`config.mk`:
```
export PLATFORM = sky130hd
export DESIGN_NAME = sac_converter_ctrl
export DESIGN_NICKNAME = d
export VERILOG_FILES = /design/src/hdl/sac_pkg.sv /design/src/hdl/sac_conv_if.sv /design/src/hdl/sac_sar_engine.sv /design/src/hdl/sac_converter_ctrl.sv
export SDC_FILE = /design/constraint.sdc
export NUM_CORES = 1
export LEC_CHECK = 0
export BUFFER_PORTS_ARGS = -buffer_cell sky130_fd_sc_hd__buf_2
export CAP_MARGIN = 0
export CORE_MARGIN = 2
export CORE_UTILIZATION = 55
export CTS_BUF_LIST = sky130_fd_sc_hd__clkbuf_16
export CTS_CLUSTER_SIZE = 40
export DETAILED_ROUTE_END_ITERATION = 16
export GPL_ROUTABILITY_DRIVEN = 0
export PLACE_DENSITY = 0.77
export SKIP_LAST_GASP = 1
export SYNTH_ARGS = -nofsm -noshare
export SYNTH_HDL_FRONTEND = slang
export SYNTH_HIERARCHICAL = 1
export SYNTH_SLANG_ARGS = --single-unit
```
`constraint.sdc`:
```
create_clock -name clk_sys_i -period 4.8 [get_ports clk_sys_i]
set_input_delay 0.72 -clock clk_sys_i [delete_from_list [all_inputs] [get_ports clk_sys_i]]
set_output_delay 0.72 -clock clk_sys_i [all_outputs]
set_load 0.02 [all_outputs]
```
`src/hdl/sac_pkg.sv`:
```
package sac_pkg;

  // Register byte addresses on the word-wide bus
  localparam logic [4:0] SAC_ADDR_CTRL1   = 5'h00;
  localparam logic [4:0] SAC_ADDR_CTRL2   = 5'h04;
  localparam logic [4:0] SAC_ADDR_RESULT  = 5'h08;
  localparam logic [4:0] SAC_ADDR_COMPARE = 5'h0C;
  localparam logic [4:0] SAC_ADDR_CONFIG  = 5'h10;
  localparam logic [4:0] SAC_ADDR_PIN1    = 5'h14;
  localparam logic [4:0] SAC_ADDR_PIN2    = 5'h18;

  // Control 1 fields
  localparam int SAC_C1_COMPLETE = 7;
  localparam int SAC_C1_INT_EN   = 6;
  localparam int SAC_C1_CONT     = 5;
  localparam int SAC_C1_CH_LSB   = 0;

  // Control 2 fields
  localparam int SAC_C2_ACTIVE   = 7;
  localparam int SAC_C2_HW_TRIG  = 6;
  localparam int SAC_C2_CMP_EN   = 5;
  localparam int SAC_C2_CMP_GTE  = 4;

  // Configuration fields
  localparam int SAC_CFG_DIV_LSB = 5;
  localparam int SAC_CFG_MODE_LSB = 2;
  localparam int SAC_CFG_SRC_LSB = 0;

  // Reset values
  localparam logic [7:0] SAC_CTRL1_RST  = 8'h1F;
  localparam logic [7:0] SAC_CTRL2_RST  = 8'h00;
  localparam logic [7:0] SAC_CONFIG_RST = 8'h00;
  localparam logic [7:0] SAC_PIN_RST    = 8'h00;

  // Channel codes
  localparam logic [4:0] SAC_CH_LOW_LAST  = 5'h0F;
  localparam logic [4:0] SAC_CH_HIGH_LAST = 5'h1B;
  localparam logic [4:0] SAC_CH_RSV_FIRST = 5'h16;
  localparam logic [4:0] SAC_CH_RSV_LAST  = 5'h19;
  localparam logic [4:0] SAC_CH_TEMP      = 5'h1A;
  localparam logic [4:0] SAC_CH_BANDGAP   = 5'h1B;
  localparam logic [4:0] SAC_CH_RSV_SOLO  = 5'h1C;
  localparam logic [4:0] SAC_CH_OFF       = 5'h1F;

  // Conversion resolution
  localparam int SAC_RES_BITS = 12;

  // Conversion clock sources
  typedef enum logic [1:0] {
    SAC_SRC_BUS      = 2'b00,
    SAC_SRC_BUS_DIV2 = 2'b01,
    SAC_SRC_ALT      = 2'b10,
    SAC_SRC_LOCAL    = 2'b11
  } sac_src_type;

  // Result widths
  typedef enum logic [1:0] {
    SAC_MODE_8   = 2'b00,
    SAC_MODE_12  = 2'b01,
    SAC_MODE_10  = 2'b10,
    SAC_MODE_RSV = 2'b11
  } sac_mode_type;

  // Engine states
  typedef enum logic [1:0] {
    SAC_ST_IDLE    = 2'b00,
    SAC_ST_SAMPLE  = 2'b01,
    SAC_ST_CONVERT = 2'b10
  } sac_state_type;

endpackage

```
`src/hdl/sac_conv_if.sv`:
```
interface sac_conv_if;
  import sac_pkg::*;

  logic                    start;
  logic                    abort;
  logic                    tick;
  logic                    busy;
  logic                    done;
  logic [SAC_RES_BITS-1:0] result;

  modport ctl (output start, output abort, output tick, input busy, input done, input result);
  modport eng (input start, input abort, input tick, output busy, output done, output result);
endinterface

```
`src/hdl/sac_sar_engine.sv`:
```
module sac_sar_engine
  import sac_pkg::*;
#(
  parameter int SAMPLE_TICKS = 4
) (
  // Clock and reset
  input  wire logic                    clk_sys_i,
  input  wire logic                    rst_i,
  // Control side
  sac_conv_if.eng                      conv,
  // Analog comparator and DAC trial word
  input  wire logic                    sar_cmp_i,
  output logic      [SAC_RES_BITS-1:0] sar_dac_o
);

  sac_state_type           state_r;
  logic [SAC_RES_BITS-1:0] trial_r;
  logic [SAC_RES_BITS-1:0] mask_r;
  logic [SAC_RES_BITS-1:0] result_r;
  logic [7:0]              samp_r;
  logic                    done_r;
  logic [SAC_RES_BITS-1:0] kept;

  // Keep the trial bit only when input is at or above it
  assign kept = sar_cmp_i ? trial_r : (trial_r & ~mask_r);

  assign conv.busy   = (state_r != SAC_ST_IDLE);
  assign conv.done   = done_r;
  assign conv.result = result_r;
  assign sar_dac_o   = trial_r;

  ////////////////////////////////////////////////////////////////////////
  // Sequencer; start wins over abort so a write restarts cleanly
  always_ff @(posedge clk_sys_i or posedge rst_i) begin
    if (rst_i) begin
      state_r  <= SAC_ST_IDLE;
      trial_r  <= '0;
      mask_r   <= '0;
      result_r <= '0;
      samp_r   <= 8'h00;
      done_r   <= 1'b0;
    end else begin
      done_r <= 1'b0;
      if (conv.start) begin
        state_r <= SAC_ST_SAMPLE;
        samp_r  <= 8'h00;
        trial_r <= '0;
      end else if (conv.abort) begin
        state_r <= SAC_ST_IDLE;
        trial_r <= '0;
      end else if (conv.tick) begin
        unique case (state_r)
          SAC_ST_IDLE: begin
            state_r <= SAC_ST_IDLE;
          end
          SAC_ST_SAMPLE: begin
            if (samp_r == 8'(SAMPLE_TICKS - 1)) begin
              state_r <= SAC_ST_CONVERT;
              mask_r  <= {1'b1, {(SAC_RES_BITS-1){1'b0}}};
              trial_r <= {1'b1, {(SAC_RES_BITS-1){1'b0}}};
            end else begin
              samp_r <= samp_r + 8'h01;
            end
          end
          SAC_ST_CONVERT: begin
            if (mask_r[0]) begin
              result_r <= kept;
              done_r   <= 1'b1;
              state_r  <= SAC_ST_IDLE;
              trial_r  <= '0;
            end else begin
              mask_r  <= mask_r >> 1;
              trial_r <= kept | (mask_r >> 1);
            end
          end
          default: begin
            state_r <= SAC_ST_IDLE;
          end
        endcase
      end
    end
  end

endmodule

```
`src/hdl/sac_converter_ctrl.sv`:
```
// Contract
// - Decode 5-bit channel; low sixteen gated by pin enables, high twelve ungated.
// - Reserved channel codes leave the input isolated; result undefined.
// - Channel 11010 routes the temperature sensor to the converter input.
// - Conversion clock source: bus, bus halved, local async, alternate input.
// - Alternate clock input comes from the external reference clock.
// - Conversion clock is the selected source divided by the divide field.
// - Alternate clock keeps running in wait mode.
// - With hardware trigger selected, counter match starts a conversion.
// - Match trigger is produced whatever the counter interrupt setting.
// - Match trigger is delivered in run, wait and stop3.
// - Exactly two analog pin enable registers cover sixteen pins.
// - Linear successive approximation with twelve-bit resolution.
// - Result right-justified unsigned in twelve, ten or eight bits.
// - Single and continuous modes; single returns to idle itself.
// - Conversion complete flag plus an enableable interrupt request.
// - Optional automatic compare, less-than or greater-or-equal, flags completion.
// - Channel all ones powers the converter off and isolates the input.
// - Writing control 1 aborts; restarts unless channel written all ones or hardware trigger selected.
module sac_converter_ctrl
  import sac_pkg::*;
#(
  parameter int CNT_WIDTH    = 16,
  parameter int LOCAL_DIV    = 4,
  parameter int SAMPLE_TICKS = 4
) (
  // Clock and reset
  input  wire logic                    clk_sys_i,
  input  wire logic                    rst_i,
  // Avalon-MM slave
  input  wire logic [4:0]              avs_address_i,
  input  wire logic                    avs_read_i,
  input  wire logic                    avs_write_i,
  input  wire logic [31:0]             avs_writedata_i,
  input  wire logic [3:0]              avs_byteenable_i,
  output logic      [31:0]             avs_readdata_o,
  output logic                         avs_waitrequest_o,
  // Periodic counter (same clock)
  input  wire logic [CNT_WIDTH-1:0]    periodic_counter_value_i,
  input  wire logic [CNT_WIDTH-1:0]    periodic_counter_modulo_i,
  // Alternate clock pin and power modes
  input  wire logic                    ext_reference_clock_i,
  input  wire logic                    wait_mode_i,
  input  wire logic                    stop3_mode_i,
  // Analog front end
  input  wire logic                    sar_cmp_i,
  output logic      [SAC_RES_BITS-1:0] sar_dac_o,
  output logic      [4:0]              mux_select_o,
  output logic                         mux_enable_o,
  output logic                         temp_sensor_route_o,
  output logic                         bandgap_route_o,
  output logic                         converter_power_o,
  output logic      [15:0]             pin_analog_enable_o,
  // Interrupt request
  output logic                         irq_o
);

  ////////////////////////////////////////////////////////////////////////
  // Helpers

  // Codes that do not reach a real input
  function automatic logic is_reserved(input logic [4:0] ch);
    is_reserved = ((ch >= SAC_CH_RSV_FIRST) && (ch <= SAC_CH_RSV_LAST)) || (ch == SAC_CH_RSV_SOLO);
  endfunction

  // Right-justify the raw result into the chosen width
  function automatic logic [SAC_RES_BITS-1:0] fmt(input logic [SAC_RES_BITS-1:0] raw,
                                                   input logic [1:0] mode);
    unique case (mode)
      SAC_MODE_8:  fmt = {4'h0, raw[11:4]};
      SAC_MODE_10: fmt = {2'h0, raw[11:2]};
      default:     fmt = raw;
    endcase
  endfunction

  ////////////////////////////////////////////////////////////////////////
  // Registers

  logic [7:0]              ctrl1_r;
  logic [7:0]              ctrl2_r;
  logic [7:0]              config_r;
  logic [7:0]              pin1_r;
  logic [7:0]              pin2_r;
  logic [15:0]             compare_r;
  logic [SAC_RES_BITS-1:0] result_r;
  logic                    complete_r;
  logic                    ack_r;
  logic [31:0]             rdata_r;

  sac_conv_if conv ();

  // Field views
  wire logic [4:0] channel_select     = ctrl1_r[SAC_C1_CH_LSB +: 5];
  wire logic       cont_en            = ctrl1_r[SAC_C1_CONT];
  wire logic       int_en             = ctrl1_r[SAC_C1_INT_EN];
  wire logic       hw_trigger_select  = ctrl2_r[SAC_C2_HW_TRIG];
  wire logic       cmp_en             = ctrl2_r[SAC_C2_CMP_EN];
  wire logic       cmp_gte            = ctrl2_r[SAC_C2_CMP_GTE];
  wire logic [1:0] clk_src            = config_r[SAC_CFG_SRC_LSB +: 2];
  wire logic [1:0] res_mode           = config_r[SAC_CFG_MODE_LSB +: 2];
  wire logic [1:0] clock_divide_select = config_r[SAC_CFG_DIV_LSB +: 2];
  wire logic [15:0] pin_en            = {pin2_r, pin1_r};

  // Bus decode; accesses complete on the cycle waitrequest drops
  wire logic bus_req  = avs_read_i | avs_write_i;
  wire logic wr_acc   = avs_write_i & ack_r;
  wire logic rd_acc   = avs_read_i & ack_r;
  wire logic lane0    = avs_byteenable_i[0];
  wire logic lane1    = avs_byteenable_i[1];
  wire logic wr_c1    = wr_acc & lane0 & (avs_address_i == SAC_ADDR_CTRL1);
  wire logic wr_c2    = wr_acc & lane0 & (avs_address_i == SAC_ADDR_CTRL2);
  wire logic wr_cfg   = wr_acc & lane0 & (avs_address_i == SAC_ADDR_CONFIG);
  wire logic wr_p1    = wr_acc & lane0 & (avs_address_i == SAC_ADDR_PIN1);
  wire logic wr_p2    = wr_acc & lane0 & (avs_address_i == SAC_ADDR_PIN2);
  wire logic wr_cmp   = wr_acc & (avs_address_i == SAC_ADDR_COMPARE);
  wire logic rd_res   = rd_acc & (avs_address_i == SAC_ADDR_RESULT);
  wire logic [4:0] wr_ch = avs_writedata_i[SAC_C1_CH_LSB +: 5];

  assign avs_waitrequest_o = bus_req & ~ack_r;
  assign avs_readdata_o    = rdata_r;

  // Read mux; unmapped addresses read as zero
  logic [31:0] rd_mux;
  always_comb begin
    rd_mux = 32'h0000_0000;
    unique case (avs_address_i)
      SAC_ADDR_CTRL1:   rd_mux = {24'h0, complete_r, ctrl1_r[6:0]};
      SAC_ADDR_CTRL2:   rd_mux = {24'h0, conv.busy, ctrl2_r[6:0]};
      SAC_ADDR_RESULT:  rd_mux = {20'h0, result_r};
      SAC_ADDR_COMPARE: rd_mux = {16'h0, compare_r};
      SAC_ADDR_CONFIG:  rd_mux = {24'h0, config_r};
      SAC_ADDR_PIN1:    rd_mux = {24'h0, pin1_r};
      SAC_ADDR_PIN2:    rd_mux = {24'h0, pin2_r};
      default:          rd_mux = 32'h0000_0000;
    endcase
  end

  // One wait state per access, then a one-cycle answer
  always_ff @(posedge clk_sys_i or posedge rst_i) begin
    if (rst_i) begin
      ack_r   <= 1'b0;
      rdata_r <= 32'h0000_0000;
    end else begin
      ack_r <= bus_req & ~ack_r;
      if (avs_read_i & ~ack_r) begin
        rdata_r <= rd_mux;
      end
    end
  end

  // Software-written registers
  always_ff @(posedge clk_sys_i or posedge rst_i) begin
    if (rst_i) begin
      ctrl1_r   <= SAC_CTRL1_RST;
      ctrl2_r   <= SAC_CTRL2_RST;
      config_r  <= SAC_CONFIG_RST;
      pin1_r    <= SAC_PIN_RST;
      pin2_r    <= SAC_PIN_RST;
      compare_r <= 16'h0000;
    end else begin
      if (wr_c1) ctrl1_r <= {1'b0, avs_writedata_i[6:0]};
      if (wr_c2) ctrl2_r <= {1'b0, avs_writedata_i[6:4], 4'h0};
      if (wr_cfg) config_r <= avs_writedata_i[7:0];
      if (wr_p1) pin1_r <= avs_writedata_i[7:0];
      if (wr_p2) pin2_r <= avs_writedata_i[7:0];
      if (wr_cmp & lane0) compare_r[7:0] <= avs_writedata_i[7:0];
      if (wr_cmp & lane1) compare_r[15:8] <= avs_writedata_i[15:8];
    end
  end

  ////////////////////////////////////////////////////////////////////////
  // Conversion clock

  // Pin sampled through three flops; edge counts once two and three agree
  logic [2:0] alt_sync_r;
  logic       alt_lvl_r;
  logic       half_r;
  logic [7:0] local_cnt_r;
  logic [2:0] div_cnt_r;
  logic       src_tick;
  logic       alt_rise;
  logic       local_tick;
  logic [2:0] div_last;

  // alternate source is the external reference clock pin
  assign alt_rise   = (alt_sync_r[1] == alt_sync_r[2]) & alt_sync_r[2] & ~alt_lvl_r;
  assign local_tick = (local_cnt_r == 8'(LOCAL_DIV - 1));
  assign div_last   = 3'((4 << clock_divide_select) >> 2) - 3'h1;

  // four clock sources; bus sources halt in stop3
  // alternate source gated only in stop3, so wait mode keeps it
  always_comb begin
    src_tick = 1'b0;
    unique case (clk_src)
      SAC_SRC_BUS:      src_tick = ~stop3_mode_i;
      SAC_SRC_BUS_DIV2: src_tick = ~stop3_mode_i & half_r;
      SAC_SRC_ALT:      src_tick = ~stop3_mode_i & alt_rise;
      SAC_SRC_LOCAL:    src_tick = local_tick;
      default:          src_tick = 1'b0;
    endcase
  end

  // divide selected source by 1, 2, 4 or 8
  assign conv.tick = src_tick & (div_cnt_r == div_last);

  always_ff @(posedge clk_sys_i or posedge rst_i) begin
    if (rst_i) begin
      alt_sync_r  <= 3'h0;
      alt_lvl_r   <= 1'b0;
      half_r      <= 1'b0;
      local_cnt_r <= 8'h00;
      div_cnt_r   <= 3'h0;
    end else begin
      alt_sync_r <= {alt_sync_r[1:0], ext_reference_clock_i};
      if (alt_sync_r[1] == alt_sync_r[2]) alt_lvl_r <= alt_sync_r[2];
      half_r      <= ~half_r;
      local_cnt_r <= local_tick ? 8'h00 : local_cnt_r + 8'h01;
      if (src_tick) div_cnt_r <= (div_cnt_r == div_last) ? 3'h0 : div_cnt_r + 3'h1;
    end
  end

  ////////////////////////////////////////////////////////////////////////
  // Hardware trigger

  logic match_d_r;
  logic trig_pend_r;
  logic match_now;
  logic hw_start;

  // match ignores the counter's own interrupt enable
  // no power-mode gating on the match itself
  assign match_now = (periodic_counter_value_i == periodic_counter_modulo_i);

  // match starts a conversion when hardware trigger selected
  assign hw_start = hw_trigger_select & trig_pend_r & conv.tick & ~conv.busy & (channel_select != SAC_CH_OFF);

  // rising edge only; held until a conversion clock tick
  always_ff @(posedge clk_sys_i or posedge rst_i) begin
    if (rst_i) begin
      match_d_r   <= 1'b0;
      trig_pend_r <= 1'b0;
    end else begin
      match_d_r <= match_now;
      if (match_now & ~match_d_r & hw_trigger_select) trig_pend_r <= 1'b1;
      else if (conv.tick | ~hw_trigger_select) trig_pend_r <= 1'b0;
    end
  end

  ////////////////////////////////////////////////////////////////////////
  // Start, abort and completion

  logic [SAC_RES_BITS-1:0] fmt_res;
  logic                    cmp_true;
  logic                    done_ok;
  logic                    sw_start;
  logic                    cont_start;

  // control 1 write aborts, restarts unless channel off or hardware trigger selected
  assign sw_start   = wr_c1 & (wr_ch != SAC_CH_OFF) & ~hw_trigger_select;
  // continuous restarts on done; single just stops
  assign cont_start = conv.done & cont_en & (channel_select != SAC_CH_OFF) & ~wr_c1;
  assign conv.start = sw_start | cont_start | hw_start;
  assign conv.abort = wr_c1;

  assign fmt_res = fmt(conv.result, res_mode);
  // less-than or greater-or-equal against compare value
  assign cmp_true = cmp_gte ? ({4'h0, fmt_res} >= compare_r) : ({4'h0, fmt_res} < compare_r);
  assign done_ok  = conv.done & (~cmp_en | cmp_true);

  // complete flag; a new completion beats a clearing access
  always_ff @(posedge clk_sys_i or posedge rst_i) begin
    if (rst_i) begin
      complete_r <= 1'b0;
      result_r   <= '0;
    end else begin
      complete_r <= done_ok | (complete_r & ~(wr_c1 | rd_res));
      if (done_ok) result_r <= fmt_res;
    end
  end

  assign irq_o = complete_r & int_en;

  ////////////////////////////////////////////////////////////////////////
  // Input selection

  // low group gated by its pin enable bit
  // reserved codes keep the input isolated
  // all ones powers down and isolates
  assign mux_enable_o = (channel_select <= SAC_CH_LOW_LAST) ? pin_en[channel_select[3:0]]
                      : ~is_reserved(channel_select) & (channel_select != SAC_CH_OFF);
  assign mux_select_o        = channel_select;
  assign converter_power_o   = (channel_select != SAC_CH_OFF);
  assign temp_sensor_route_o = (channel_select == SAC_CH_TEMP);
  // bandgap route, buffer enabled by software elsewhere
  assign bandgap_route_o     = (channel_select == SAC_CH_BANDGAP);
  assign pin_analog_enable_o = pin_en;

  ////////////////////////////////////////////////////////////////////////
  // Engine

  sac_sar_engine #(
    .SAMPLE_TICKS (SAMPLE_TICKS)
  ) u_engine (
    .clk_sys_i (clk_sys_i),
    .rst_i     (rst_i),
    .conv      (conv),
    .sar_cmp_i (sar_cmp_i),
    .sar_dac_o (sar_dac_o)
  );

endmodule

```
==> results.md <==
- Die X: 121 um
- CTS Buf Count: 17
- Post-synth EDFFs: 0
- Count leader, synth: dfrtp_1
- RSZ-0062 raised after global routing: no
- Core Footprint: between 10000 and 15000 sq um
- Final min period: 3.88 ns
- Pre-Repair DR Iteration Count: 5
- Power, Total: 3120 uW
- FMAX: about 260 MHz
- Area growth syn-to-layout: 15.0%
- Register bit total from synthesis: between 100 and 150
- Detailed-route wire length per cell: about 18 um
- Final Max Slew Viols: 0
- Worst-path fanout max: 25
- Vias per Instance: 5.86
- Clk root buf: clkbuf_16
- Via count of the first global-routing pass: 5842
- Top_reg_cell synth: dfrtp_1
- Hold Path Class: register to register
- Post-route cell area: 8720 sq um
- Area share of the largest cell type after synthesis: 46.2%
- Final hold violations: 0
- Crit end category: register
- H-tree Lvls: 4
- Critical Path RT: slightly above 5 ns
- Hold WS: approximately 0.35 ns
- Post-CTS Hold Fix Bufs: 0
- Kind of critical path: input port to register
- I/O Buffers: 116
- DP HPWL: 12600 um
- Cell Area, Synth: roughly 7600 sq um
- Fraction of layout cells with a size suffix above 1: 27.0%
- Vias: between 5000 and 6000
- Die footprint: between 10000 and 15000 sq um
- Starting Density: 56.8%
- Clk_lat worst skew: between 0.4 and 0.5 ns
- Worst-path clk slew: approximately 0.060 ns
- WP data arrival: 4.14 ns
- Number of diodes: 0
- Iteration-0 DRC Markers: about 530
- Period utilization: 80.9%
- Clock Path Buffers: 2
- Sink Count: 145
- Cell variety after synth: 61
- Worst Tran Pin Value: 1.13 ns
- Power density over the cells: between 300 and 400 nW/um^2
- Largest cells by area after synthesis: dfrtp_1 46%, mux2_2 7.6%, nand2_1 4.9%, ha_1 3.6%, o21ai_0 3.5%
- Synthesis Warnings: 6
- Die H: 121 um
- Final wirelength: about 18000 um
- Max IR drop VDD: 0.382 mV
- Critical path launch point type: input port
- First-pass GRT wire length: 29300 um
- FFs w/ async S/R, synth: 100%
- Mapped Avg Cell Area: 10.5 sq um
- Synth area leader: dfrtp_1
- Antenna Nets Post-Route: 0
- Post-synthesis instance total: 721
- Finished Core Util: around 65%
- Nets@finish: 925
- # Post-CTS Setup Buffers: 0
- Number of antenna violations at the first check in global routing: 0
- Final setup TNS: 0 ns
- Sequential share of the synthesized area: 47.9%
- Status: finished clean
- Clk_skew: 0.00665 ns
- Largest net degree at the start of global routing: 54
- Residual DRC count: 0
- Rows: 42
- Synth top cells by count: 140 x dfrtp_1, 100 x nand2_1, 53 x o21ai_0, 51 x mux2_2, 31 x inv_1
- # setup viols final: 0
- P_leak: 0.00418 uW
- Quantity of gates resized following cts: 0
- MaxCap Viol Count: 0
- Grt total ovfl: 0
- Ports: approximately 150
- CTS tree: yes
- Fill cells: 1033
- Slew Limit Headroom: 24.1%
- DP Area: 8190 sq um
- Total track usage: around 26%
kinds of logic after synthesis:
family,after synthesis,share of synthesized area (%)
XOR/XNOR,29,3.35
other,1,0.0494
multiplexers,78,12.5
AND/OR/NAND/NOR,207,13.5
adder cells (fa/ha/maj),22,3.63
flip-flops,145,47.9
buffers and inverters,84,5.33
AO/OA/AOI/OAI,155,13.7
critical path: stages:
cell     delay, ns
buf_2         0.12
or3_1         0.39
nor3_1        0.52
and2_1        0.41
o32ai_1       0.14
a22o_1        0.35
nor2_1        0.15
buf_4         0.26
nand4_1       0.67
nand2_1       0.27
o21ai_0       0.13
state kept, by name (all words and copies together), names as in the netlist, 7 cells and up:
name	count
config_r	8
local_cnt_r	8
u_engine/mask_r	12
ctrl1_r	7
pin1_r	8
u_engine/conv.result	12
avs_readdata_o	16
compare_r	16
u_engine/samp_r	8
u_engine/sar_dac_o	12
result_r	12
pin2_r	8
through the flow:
step                cells  setup WS, ns
floorplan             736          1.48
global placement      979         0.732
detailed placement    979         0.644
CTS                  1009         0.982
global route         1009         0.620
finish               1009         0.917
where the power goes:
| group | switching [uW] | leakage [uW] | total (uW) | internal [uW] |
|---|---|---|---|---|
| clock network | 478 | 0.000282 | 1220 | 741 |
| logic | 306 | 0.00195 | 507 | 200 |
| registers | 93.1 | 0.00195 | 1390 | 1300 |
| total | 878 | 0.00418 | 3120 | 2240 |
cells in the final DEF, fill, tap and decap left out, types with 4 or more instances in the layout:
cell       instances
dfrtp_1          140
buf_2            116
nand2_1          100
o21ai_0           53
mux2_2            51
inv_1             33
xnor2_1           23
ha_1              22
nor2_1            20
a22oi_1           18
a21oi_1           17
clkbuf_16         17
conb_1            16
a22o_1            15
nand2b_1          14
mux2i_1           14
nand3_1           12
a211oi_1          11
nor3_1            10
and3_1            10
and2_1             9
o22ai_1            9
mux2_4             8
nand4_1            7
xor2_1             6
a21o_1             5
mux4_2             5
clkinv_2           5
dfstp_2            5
nand3b_1           4
a221oi_1           4
a222oi_1           4
a31oi_1            4
buf_4              4
final cells by class:
cell class                      count  area [sq um]  share of cell area (%)
Inverter                           31           119                    1.36
Clock buffer                       17           425                    4.88
Clock inverter                     13           108                    1.23
Timing Repair Buffer              120           611                    7.00
Multi-Input combinational cell    507          3600                    41.3
Tap cell                          176           220                    2.52
Sequential cell                   145          3630                    41.7
routing by layer:
layer	global-route usage [%]	up-vias	wire length (um)
met2	41.2	231	8680
met3	5.87	34	1140
met1	34.3	2905	7880
met5	0	-	0
met4	9.20	0	358
li1	-	2745	-
path summary, 6_finish.rpt:
path | startpoint | to | slack [ns] | depth (start not counted)
setup / recovery | avs_address_i[1] | u_engine/conv.result[10] | 0.92 | 11
hold / removal | alt_sync_r[0] | alt_sync_r[1] | 0.35 | 0
setup reg to reg | config_r[0] | u_engine/conv.result[10] | 1.14 | 12
hold reg to reg | alt_sync_r[0] | alt_sync_r[1] | 0.35 | 0
max in group asynchronous | rst_i | result_r[10] | 3.36 | 3
min in group asynchronous | rst_i | alt_lvl_r | 0.41 | 2
No activity file was read; power rests on OpenSTA's default activity.
